## src/pfcr_defines.vh

```
// offsets, field positions, reset values and timing figures for the
// pin-function and fault-capture register block
// assumes a 20 MHz system clock
`ifndef PFCR_DEFINES_VH
`define PFCR_DEFINES_VH

// register addresses
`define PFCR_ADDR_PIN_FN      8'h20
`define PFCR_ADDR_CAPTURE     8'h21

// pin_function_control fields
`define PFCR_PF_IRQ_EN        6
`define PFCR_PF_P2_DATA       5
`define PFCR_PF_P2_DIR        4
`define PFCR_PF_P2_CTRL       3
`define PFCR_PF_P1_DATA       2
`define PFCR_PF_P1_DIR        1
`define PFCR_PF_P1_CTRL       0
`define PFCR_PF_WMASK         8'h7f
`define PFCR_PF_RESET         8'h00

// fault_flash_code_capture fields
`define PFCR_CAP_LED2_HI      7
`define PFCR_CAP_LED2_LO      4
`define PFCR_CAP_LED1_HI      3
`define PFCR_CAP_LED1_LO      0
`define PFCR_CAP_RESET        8'h00

// configuration register one bits kept here
`define PFCR_CFG1_TORCH_MODE  7
`define PFCR_CFG1_THERM_MODE  4
`define PFCR_CFG1_RESET       8'h00

// unmapped read answer
`define PFCR_RD_UNMAPPED      8'h00

// timing
`define PFCR_CLK_MHZ          20
`define PFCR_MON_DELAY_US     250
`define PFCR_FLASH_DGL_US     8
`define PFCR_MON_DELAY_CYC    (`PFCR_MON_DELAY_US * `PFCR_CLK_MHZ)
`define PFCR_FLASH_DGL_CYC    (`PFCR_FLASH_DGL_US * `PFCR_CLK_MHZ)

`endif

```

## src/pfcr_deglitch.v

```verilog
// qualifying delay: one-cycle pulse after a condition has held steadily
// assumes cond is already synchronised to clk
`timescale 1ns/10ps
module pfcr_deglitch #(
  parameter CNT_W  = 13,
  parameter CYCLES = 5000
) (
  input  wire             clk,
  input  wire             rst_n,
  input  wire             cond,
  output reg              fire_ff
);

  reg  [CNT_W-1:0] cnt_ff;
  reg              done_ff;
  wire [CNT_W-1:0] last_cnt;
  wire [31:0]      last_full;

  // terminal count cut to the counter width on purpose
  assign last_full = CYCLES - 1;
  assign last_cnt  = last_full[CNT_W-1:0];

  ////////////////////////////////////////////////////////////////////////////
  // count while condition holds, fire once per assertion
  always @(posedge clk) begin
    if (!rst_n) begin
      cnt_ff  <= {CNT_W{1'b0}};
      done_ff <= 1'b0;
      fire_ff <= 1'b0;
    end else if (!cond) begin
      cnt_ff  <= {CNT_W{1'b0}};
      done_ff <= 1'b0;
      fire_ff <= 1'b0;
    end else if (!done_ff && cnt_ff == last_cnt) begin
      done_ff <= 1'b1;
      fire_ff <= 1'b1;
    end else begin
      cnt_ff  <= done_ff ? cnt_ff : cnt_ff + {{(CNT_W-1){1'b0}}, 1'b1};
      fire_ff <= 1'b0;
    end
  end

endmodule

```

## src/pfcr_regs.v

```verilog
// pin-function register with its two multiplexed sync pins, and the
// fault flash-code capture register fed by three monitor events
// assumes a byte register port from the serial host interface, comparator
// levels from analog monitors, and LED codes on the same clock
`timescale 1ns/10ps
`include "pfcr_defines.vh"
module pfcr_regs #(
  parameter MON_CYCLES   = `PFCR_MON_DELAY_CYC,
  parameter MON_CNT_W    = 13,
  parameter FLASH_CYCLES = `PFCR_FLASH_DGL_CYC,
  parameter FLASH_CNT_W  = 8
) (
  input  wire       clk,
  input  wire       rst_n,
  input  wire       reg_wr_en,
  input  wire       reg_rd_en,
  input  wire [7:0] reg_addr,
  input  wire [7:0] reg_wdata,
  output reg  [7:0] reg_rdata_ff,
  input  wire       cfg_one_wr_en,
  input  wire [7:0] cfg_one_wdata,
  input  wire       flash_event,
  input  wire       supply_mon_enable,
  input  wire       flash_mon_enable,
  input  wire       therm_below_trip,
  input  wire       supply_below_threshold,
  input  wire       supply_below_flash_threshold,
  input  wire [3:0] led_one_code,
  input  wire [3:0] led_two_code,
  input  wire       irq_request,
  input  wire       sync_one_torch_io_pin_in,
  output reg        sync_one_torch_io_pin_out_ff,
  output reg        sync_one_torch_io_pin_oe_n_ff,
  input  wire       sync_two_irq_io_pin_in,
  output reg        sync_two_irq_io_pin_out_ff,
  output reg        sync_two_irq_io_pin_oe_n_ff,
  output reg        rf_sync_input_one_ff,
  output reg        hw_torch_request_ff,
  output reg        rf_sync_input_two_ff,
  output wire       hw_torch_mode,
  output wire       thermistor_mode,
  output wire       therm_flag_strobe,
  output wire       supply_flag_strobe,
  output wire       flash_flag_strobe
);

  //////////////////////////////////////////////////////////////////////////////
  // declarations

  reg  [7:0] pin_fn_ff;
  reg  [7:0] pend_ff;
  reg        pend_valid_ff;
  reg        setup_one_ff;
  reg        setup_two_ff;
  reg  [1:0] in_snap_ff;
  reg  [7:0] capture_ff;
  reg  [7:0] cfg_one_ff;
  reg  [4:0] sync_a_ff;
  reg  [4:0] sync_b_ff;
  reg  [7:0] nxt_rdata;
  reg        nxt_p1_out;
  reg        nxt_p1_oe_n;
  reg        nxt_p2_out;
  reg        nxt_p2_oe_n;

  wire       pf_wr;
  wire       pf_out_one;
  wire       pf_out_two;
  wire       need_double;
  wire       pf_apply;
  wire       irq_mode;
  wire       p1_gpio_out;
  wire       p2_gpio_out;
  wire       pin_one_s;
  wire       pin_two_s;
  wire       therm_s;
  wire       supply_s;
  wire       flash_s;
  wire       any_event;

  //////////////////////////////////////////////////////////////////////////////
  // helpers

  // pin is a general-purpose output when direction and control are both 1
  function gpio_out;
    input [7:0] v;
    input       two;
    begin
      if (two) begin
        gpio_out = v[`PFCR_PF_P2_DIR] & v[`PFCR_PF_P2_CTRL];
      end else begin
        gpio_out = v[`PFCR_PF_P1_DIR] & v[`PFCR_PF_P1_CTRL];
      end
    end
  endfunction

  //////////////////////////////////////////////////////////////////////////////
  // input synchronisers

  always @(posedge clk) begin
    if (!rst_n) begin
      sync_a_ff <= 5'h00;
      sync_b_ff <= 5'h00;
    end else begin
      sync_a_ff <= {supply_below_flash_threshold, supply_below_threshold,
                    therm_below_trip, sync_two_irq_io_pin_in,
                    sync_one_torch_io_pin_in};
      sync_b_ff <= sync_a_ff;
    end
  end

  assign pin_one_s = sync_b_ff[0];
  assign pin_two_s = sync_b_ff[1];
  assign therm_s   = sync_b_ff[2];
  assign supply_s  = sync_b_ff[3];
  assign flash_s   = sync_b_ff[4];

  //////////////////////////////////////////////////////////////////////////////
  // pin-function register write path

  assign pf_wr       = reg_wr_en && reg_addr == `PFCR_ADDR_PIN_FN;
  assign pf_out_one  = gpio_out(reg_wdata, 1'b0);
  assign pf_out_two  = gpio_out(reg_wdata, 1'b1);
  // a pin newly made an output needs a repeated identical write
  assign need_double = (pf_out_one & ~setup_one_ff)
                     | (pf_out_two & ~setup_two_ff);
  assign pf_apply    = pf_wr && (!need_double
                     || (pend_valid_ff && pend_ff == reg_wdata));

  always @(posedge clk) begin
    if (!rst_n) begin
      pin_fn_ff     <= `PFCR_PF_RESET;
      pend_ff       <= `PFCR_PF_RESET;
      pend_valid_ff <= 1'b0;
      setup_one_ff  <= 1'b0;
      setup_two_ff  <= 1'b0;
      in_snap_ff    <= 2'b00;
    end else begin
      if (pf_wr) begin
        pend_ff       <= reg_wdata;
        pend_valid_ff <= !pf_apply || !need_double;
        in_snap_ff    <= {pin_two_s, pin_one_s};
      end else if (reg_wr_en) begin
        pend_valid_ff <= 1'b0;
      end
      if (pf_apply) begin
        pin_fn_ff    <= reg_wdata & `PFCR_PF_WMASK;
        setup_one_ff <= pf_out_one;
        setup_two_ff <= pf_out_two;
      end
    end
  end

  //////////////////////////////////////////////////////////////////////////////
  // configuration register one bits

  always @(posedge clk) begin
    if (!rst_n) begin
      cfg_one_ff <= `PFCR_CFG1_RESET;
    end else if (cfg_one_wr_en) begin
      cfg_one_ff <= cfg_one_wdata;
    end else if (flash_event) begin
      cfg_one_ff[`PFCR_CFG1_TORCH_MODE] <= 1'b0;
    end
  end

  assign hw_torch_mode   = cfg_one_ff[`PFCR_CFG1_TORCH_MODE];
  assign thermistor_mode = cfg_one_ff[`PFCR_CFG1_THERM_MODE];

  //////////////////////////////////////////////////////////////////////////////
  // pin drivers and pin functions

  assign irq_mode = pin_fn_ff[`PFCR_PF_IRQ_EN]
                  & pin_fn_ff[`PFCR_PF_P2_DIR]
                  & pin_fn_ff[`PFCR_PF_P2_CTRL];
  assign p1_gpio_out = gpio_out(pin_fn_ff, 1'b0);
  assign p2_gpio_out = gpio_out(pin_fn_ff, 1'b1);

  always @* begin
    nxt_p1_out  = pin_fn_ff[`PFCR_PF_P1_DATA];
    nxt_p1_oe_n = ~p1_gpio_out;
    if (irq_mode) begin
      nxt_p2_out  = 1'b0;
      nxt_p2_oe_n = ~irq_request;
    end else begin
      nxt_p2_out  = pin_fn_ff[`PFCR_PF_P2_DATA];
      nxt_p2_oe_n = ~p2_gpio_out;
    end
  end

  always @(posedge clk) begin
    if (!rst_n) begin
      sync_one_torch_io_pin_out_ff  <= 1'b0;
      sync_one_torch_io_pin_oe_n_ff <= 1'b1;
      sync_two_irq_io_pin_out_ff    <= 1'b0;
      sync_two_irq_io_pin_oe_n_ff   <= 1'b1;
      rf_sync_input_one_ff          <= 1'b0;
      hw_torch_request_ff           <= 1'b0;
      rf_sync_input_two_ff          <= 1'b0;
    end else begin
      sync_one_torch_io_pin_out_ff  <= nxt_p1_out;
      sync_one_torch_io_pin_oe_n_ff <= nxt_p1_oe_n;
      sync_two_irq_io_pin_out_ff    <= nxt_p2_out;
      sync_two_irq_io_pin_oe_n_ff   <= nxt_p2_oe_n;
      // control 0 keeps the pin in its sync or torch role
      rf_sync_input_one_ff <= ~pin_fn_ff[`PFCR_PF_P1_CTRL]
                            & ~hw_torch_mode & pin_one_s;
      hw_torch_request_ff  <= ~pin_fn_ff[`PFCR_PF_P1_CTRL]
                            & hw_torch_mode & pin_one_s;
      rf_sync_input_two_ff <= ~pin_fn_ff[`PFCR_PF_P2_CTRL] & pin_two_s;
    end
  end

  //////////////////////////////////////////////////////////////////////////////
  // event qualification

  pfcr_deglitch #(
    .CNT_W  (MON_CNT_W),
    .CYCLES (MON_CYCLES)
  ) u_therm_delay (
    .clk     (clk),
    .rst_n   (rst_n),
    .cond    (therm_s & thermistor_mode),
    .fire_ff (therm_flag_strobe)
  );

  pfcr_deglitch #(
    .CNT_W  (MON_CNT_W),
    .CYCLES (MON_CYCLES)
  ) u_supply_delay (
    .clk     (clk),
    .rst_n   (rst_n),
    .cond    (supply_s & supply_mon_enable),
    .fire_ff (supply_flag_strobe)
  );

  pfcr_deglitch #(
    .CNT_W  (FLASH_CNT_W),
    .CYCLES (FLASH_CYCLES)
  ) u_flash_deglitch (
    .clk     (clk),
    .rst_n   (rst_n),
    .cond    (flash_s & flash_mon_enable),
    .fire_ff (flash_flag_strobe)
  );

  assign any_event = therm_flag_strobe | supply_flag_strobe
                   | flash_flag_strobe;

  //////////////////////////////////////////////////////////////////////////////
  // fault flash-code capture

  always @(posedge clk) begin
    if (!rst_n) begin
      capture_ff <= `PFCR_CAP_RESET;
    end else if (any_event) begin
      capture_ff[`PFCR_CAP_LED2_HI:`PFCR_CAP_LED2_LO] <= led_two_code;
      capture_ff[`PFCR_CAP_LED1_HI:`PFCR_CAP_LED1_LO] <= led_one_code;
    end
  end

  //////////////////////////////////////////////////////////////////////////////
  // read path

  always @* begin
    nxt_rdata = `PFCR_RD_UNMAPPED;
    case (reg_addr)
      `PFCR_ADDR_PIN_FN: begin
        nxt_rdata = pin_fn_ff;
        // input pins report the level caught at the last write
        if (!p1_gpio_out) begin
          nxt_rdata[`PFCR_PF_P1_DATA] = in_snap_ff[0];
        end
        if (!p2_gpio_out) begin
          nxt_rdata[`PFCR_PF_P2_DATA] = in_snap_ff[1];
        end
      end
      `PFCR_ADDR_CAPTURE: begin
        nxt_rdata = capture_ff;
      end
      default: begin
        nxt_rdata = `PFCR_RD_UNMAPPED;
      end
    endcase
  end

  always @(posedge clk) begin
    if (!rst_n) begin
      reg_rdata_ff <= 8'h00;
    end else if (reg_rd_en) begin
      reg_rdata_ff <= nxt_rdata;
    end
  end

endmodule

```

## config.mk

```make
export PLATFORM = sky130hd
export DESIGN_NAME = pfcr_regs
export DESIGN_NICKNAME = d
export VERILOG_FILES = /design/src/pfcr_deglitch.v /design/src/pfcr_regs.v
export VERILOG_INCLUDE_DIRS = /design/src
export SDC_FILE = /design/constraint.sdc
export NUM_CORES = 1
export LEC_CHECK = 0
export BUFFER_PORTS_ARGS = -buffer_cell sky130_fd_sc_hd__buf_2
export CAP_MARGIN = 40
export CORE_UTILIZATION = 49
export DETAILED_ROUTE_END_ITERATION = 12
export PLACE_DENSITY = 0.82
export SLEW_MARGIN = 0
export SYNTH_ARGS = -nofsm -noshare
export SYNTH_HDL_FRONTEND = slang
export SYNTH_HIERARCHICAL = 1
export SYNTH_SLANG_ARGS = --single-unit
```

## constraint.sdc

```tcl
create_clock -name clk -period 1.31 [get_ports clk]
set_input_delay 0.262 -clock clk [delete_from_list [all_inputs] [get_ports clk]]
set_output_delay 0.262 -clock clk [all_outputs]
set_load 0.02 [all_outputs]
```

==> results.json <==
{
  "status": "complete, but fails checks",
  "violations": "setup timing",
  "syn_area_per_cell_um2": 9.28,
  "synth_ff_type": "dfxtp_1",
  "firstDrtPassIters": 4,
  "rsz0062_at_grt": "true",
  "cts_hold_buf": 0,
  "route.detailed.drc": 0,
  "yosysSeqAreaShare_pct": 44.5,
  "endpoint_kind": "flip-flop",
  "muxShareOfSynthArea_pct": 6.86,
  "worst_ir_drop_vdd_v": 0.000515,
  "crit_type": "flip-flop to flip-flop",
  "design.core.area_mm2": 0.00834,
  "synthDistinctLibCells": 53,
  "hold_path.class": "input pin to flip-flop",
  "syn-num-nets": 509,
  "netlist.area_leader.share_pct": 44.5,
  "dp_hpwl_um": 7750,
  "slew-limit-headroom_pct": 72.0,
  "ys_top_cells_by_area": "dfxtp_1 45%, mux2i_1 6.3%, nand2_1 4.7%, a21oi_1 4.7%, nand3_1 3.0%",
  "path_cells": "or4bb_4, a32oi_2, o211ai_1",
  "synthCells": 460,
  "crit_required_ps": 1540,
  "synth-edff-count": 0,
  "syn_to_final_growth_pct": 44.5,
  "async_flop_share_pct": 0,
  "cts_max_level": 3,
  "crit_arrival_ps": 1760,
  "min_path_cells": 2,
  "diodes": 0,
  "synthAdderAreaFrac_pct": 0.879,
  "period_needed_ps": 1540,
  "yosysMostFrequentCell": "dfxtp_1",
  "hp-start": "supply_below_flash_threshold",
  "antenna_found_initial": 0,
  "r2r-end": "u_supply_delay/cnt_ff[1]$_SDFFE_PN0P_",
  "cp_max_fo": 6,
  "wirelength_um": 12400,
  "crit_start": "u_supply_delay/cnt_ff[3]$_SDFFE_PN0P_",
  "fmax_mhz": 650,
  "die_height_um": 95.3,
  "grt_pass1_wl_um": 18700,
  "routed_via_density": 5.82,
  "drt-initial-drc-count": 163,
  "fin_skew_ps": 8.64,
  "clockBufferDepth": 2,
  "layout.nets": 660,
  "whs_endpoint": "sync_a_ff[4]$_SDFF_PN0_",
  "pin_count": 66,
  "start_util_pct": 51.2,
  "synth_seq_cells": 95,
  "placed_area_mm2": 0.00527,
  "synth_compound_area_share_pct": 13.1,
  "routed-via-count": 4195,
  "rows": 33,
  "cts_buffers": 9,
  "holdWs_ps": 99.6,
  "r2r_slack_ps": -230,
  "ant_nets": 0,
  "finalHoldViolCount": 0,
  "r2r-start": "u_supply_delay/cnt_ff[3]$_SDFFE_PN0P_",
  "power.density_mw_per_mm2": 831,
  "gr-total-overflow": 0,
  "track_usage_pct": 26.6,
  "place_worst_setup_slack_ps": -233,
  "leakagePower_nw": 2.64,
  "grt_max_degree": 19,
  "drive_gt1_share_pct": 46.9,
  "synth-simple-area-share_pct": 29.1,
  "cts_sinks": 95,
  "final_cell_area_mm2": 0.00617,
  "synth_top_cell_by_area": "dfxtp_1",
  "fin_ws_ps": -228,
  "clk_pin_slew_ps": 90,
  "yosys-top-cells-count": "95 x dfxtp_1, 54 x nand2_1, 40 x a21oi_1",
  "cts_tree": "built",
  "syn_area_mm2": 0.00427,
  "clk_latency_ps": 370,
  "synth_xor_area_share_pct": 2.75,
  "synth_top_family_by_area": "simple AND/OR/NAND/NOR gates",
  "period_share_pct": 117,
  "critPathLaunchType": "flip-flop",
  "critical_path.slowest_cell": "or4bb_4",
  "rr_worst_depth": 3,
  "clock-root-buffer": "clkbuf_8",
  "cpPeakStageDelay_ps": 610,
  "die_w_um": 95.3,
  "numPortBuffers": 59,
  "worst_pin_slew_ps": 418,
  "finalSetupViolCount": 35,
  "grt_pass1_vias": 4129,
  "yosysWarnings": 6,
  "fill_cells": 582,
  "drv_cap": 0,
  "post_drt_wl_per_cell_um": 17.1,
  "gp_congestion": 0.881,
  "slew_violations": 0,
  "die_area_mm2": 0.00909
}
==> final cells by class <==
class                           count  area [um^2]  area share [%]
Clock inverter                      2         10.0           0.162
Inverter                           12         45.0           0.730
Tap cell                          105          131            2.13
Clock buffer                       14          194            3.14
Multi-Input combinational cell    339         2710            43.9
Sequential cell                    95         1980            32.2
Timing Repair Buffer              154         1100            17.8
==> kinds of logic (layout without fill, tap and decap cells) <==
logic type               count (synthesis)  in the layout
AO/OA/AOI/OAI                           90             90
multiplexers                            29             29
buffers and inverters                   26            182
flip-flops                              95             95
AND/OR/NAND/NOR                        207            207
adder cells (fa/ha/maj)                  3              3
XOR/XNOR                                10             10
==> per-layer routing <==
metal	global-route usage, %	vias to the layer above	part of all wire, %
met5	0	-	0
met4	15.5	0	3.7
met3	4.47	47	5.6
met2	45.1	181	51
met1	31.5	1999	40
li1	-	1968	-
==> stage by stage <==
step / TNS, ps / instances / utilization [%] / total power, mW
floorplan: -164 / 460 / - / 3.09
finish: -1970 / 721 / 74.0 / 5.13
CTS: -1180 / 714 / 69.8 / 5.15
global placement: -2810 / 681 / 63.2 / 3.25
global route: -3930 / 721 / 74.0 / 5.30
detailed placement: -5120 / 681 / 63.2 / 3.26
==> sequential cells by signal, summed over array words and instances (netlist names), 2 cells and up <==
| name | count |
|---|---|
| capture_ff | 8 |
| pend_ff | 8 |
| u_therm_delay/cnt_ff | 13 |
| u_supply_delay/cnt_ff | 13 |
| u_flash_deglitch/cnt_ff | 8 |
| sync_b_ff | 5 |
| reg_rdata_ff | 8 |
| pin_fn_ff | 7 |
| in_snap_ff | 2 |
| sync_a_ff | 5 |
| cfg_one_ff | 2 |
==> worst max-delay path by stage <==
| stage | to | depth (start not counted) |
|---|---|---|
| detailed placement | pin_fn_ff[5]$_SDFFE_PN0P_ | 6 |
| finish | u_supply_delay/cnt_ff[1]$_SDFFE_PN0P_ | 3 |
| CTS | pin_fn_ff[4]$_SDFFE_PN0P_ | 5 |
| global placement | pin_fn_ff[1]$_SDFFE_PN0P_ | 6 |
| floorplan | pin_fn_ff[1]$_SDFFE_PN0P_ | 5 |
| global route | u_supply_delay/cnt_ff[1]$_SDFFE_PN0P_ | 3 |
==> critical path, delay by kind of cell (launching register included) <==
| kind | cells | cell delay (ps) |
|---|---|---|
| and+or+nand+nor | 1 | 610 |
| DFF | 1 | 390 |
| AOI/OAI and AO/OA | 2 | 390 |
==> power breakdown <==
| part | internal [mW] | switching (mW) |
|---|---|---|
| logic | 0.149 | 0.154 |
| clock network | 0.957 | 0.981 |
| registers | 2.87 | 0.0125 |
| total | 3.98 | 1.15 |
==> placed cells by master (no fill, tap or decap), drive strengths merged, types with 3 or more instances in the layout <==
cell type	n
or3	8
xnor2	10
nand4	7
mux2i	27
or4	8
nand2	56
o31ai	9
dfxtp	95
and4b	7
nand3	26
a21oi	40
or4bb	4
nor3	7
clkbuf	14
nor3b	3
nor2b	5
a31oi	6
o21ai	21
nand4b	6
nor4	7
buf	154
ha	3
and2	20
inv	12
nand2b	9
o22ai	4
nor2	24
==> timing repair <==
| item | 4_1_cts | 5_1_grt |
|---|---|---|
| pin swaps | 36 | 25 |
| endpoints found under the setup margin | 33 | 39 |
| setup buffers | 17 | 7 |
| gates resized for setup | 56 | 77 |
(Power assumes the default switching activity.)
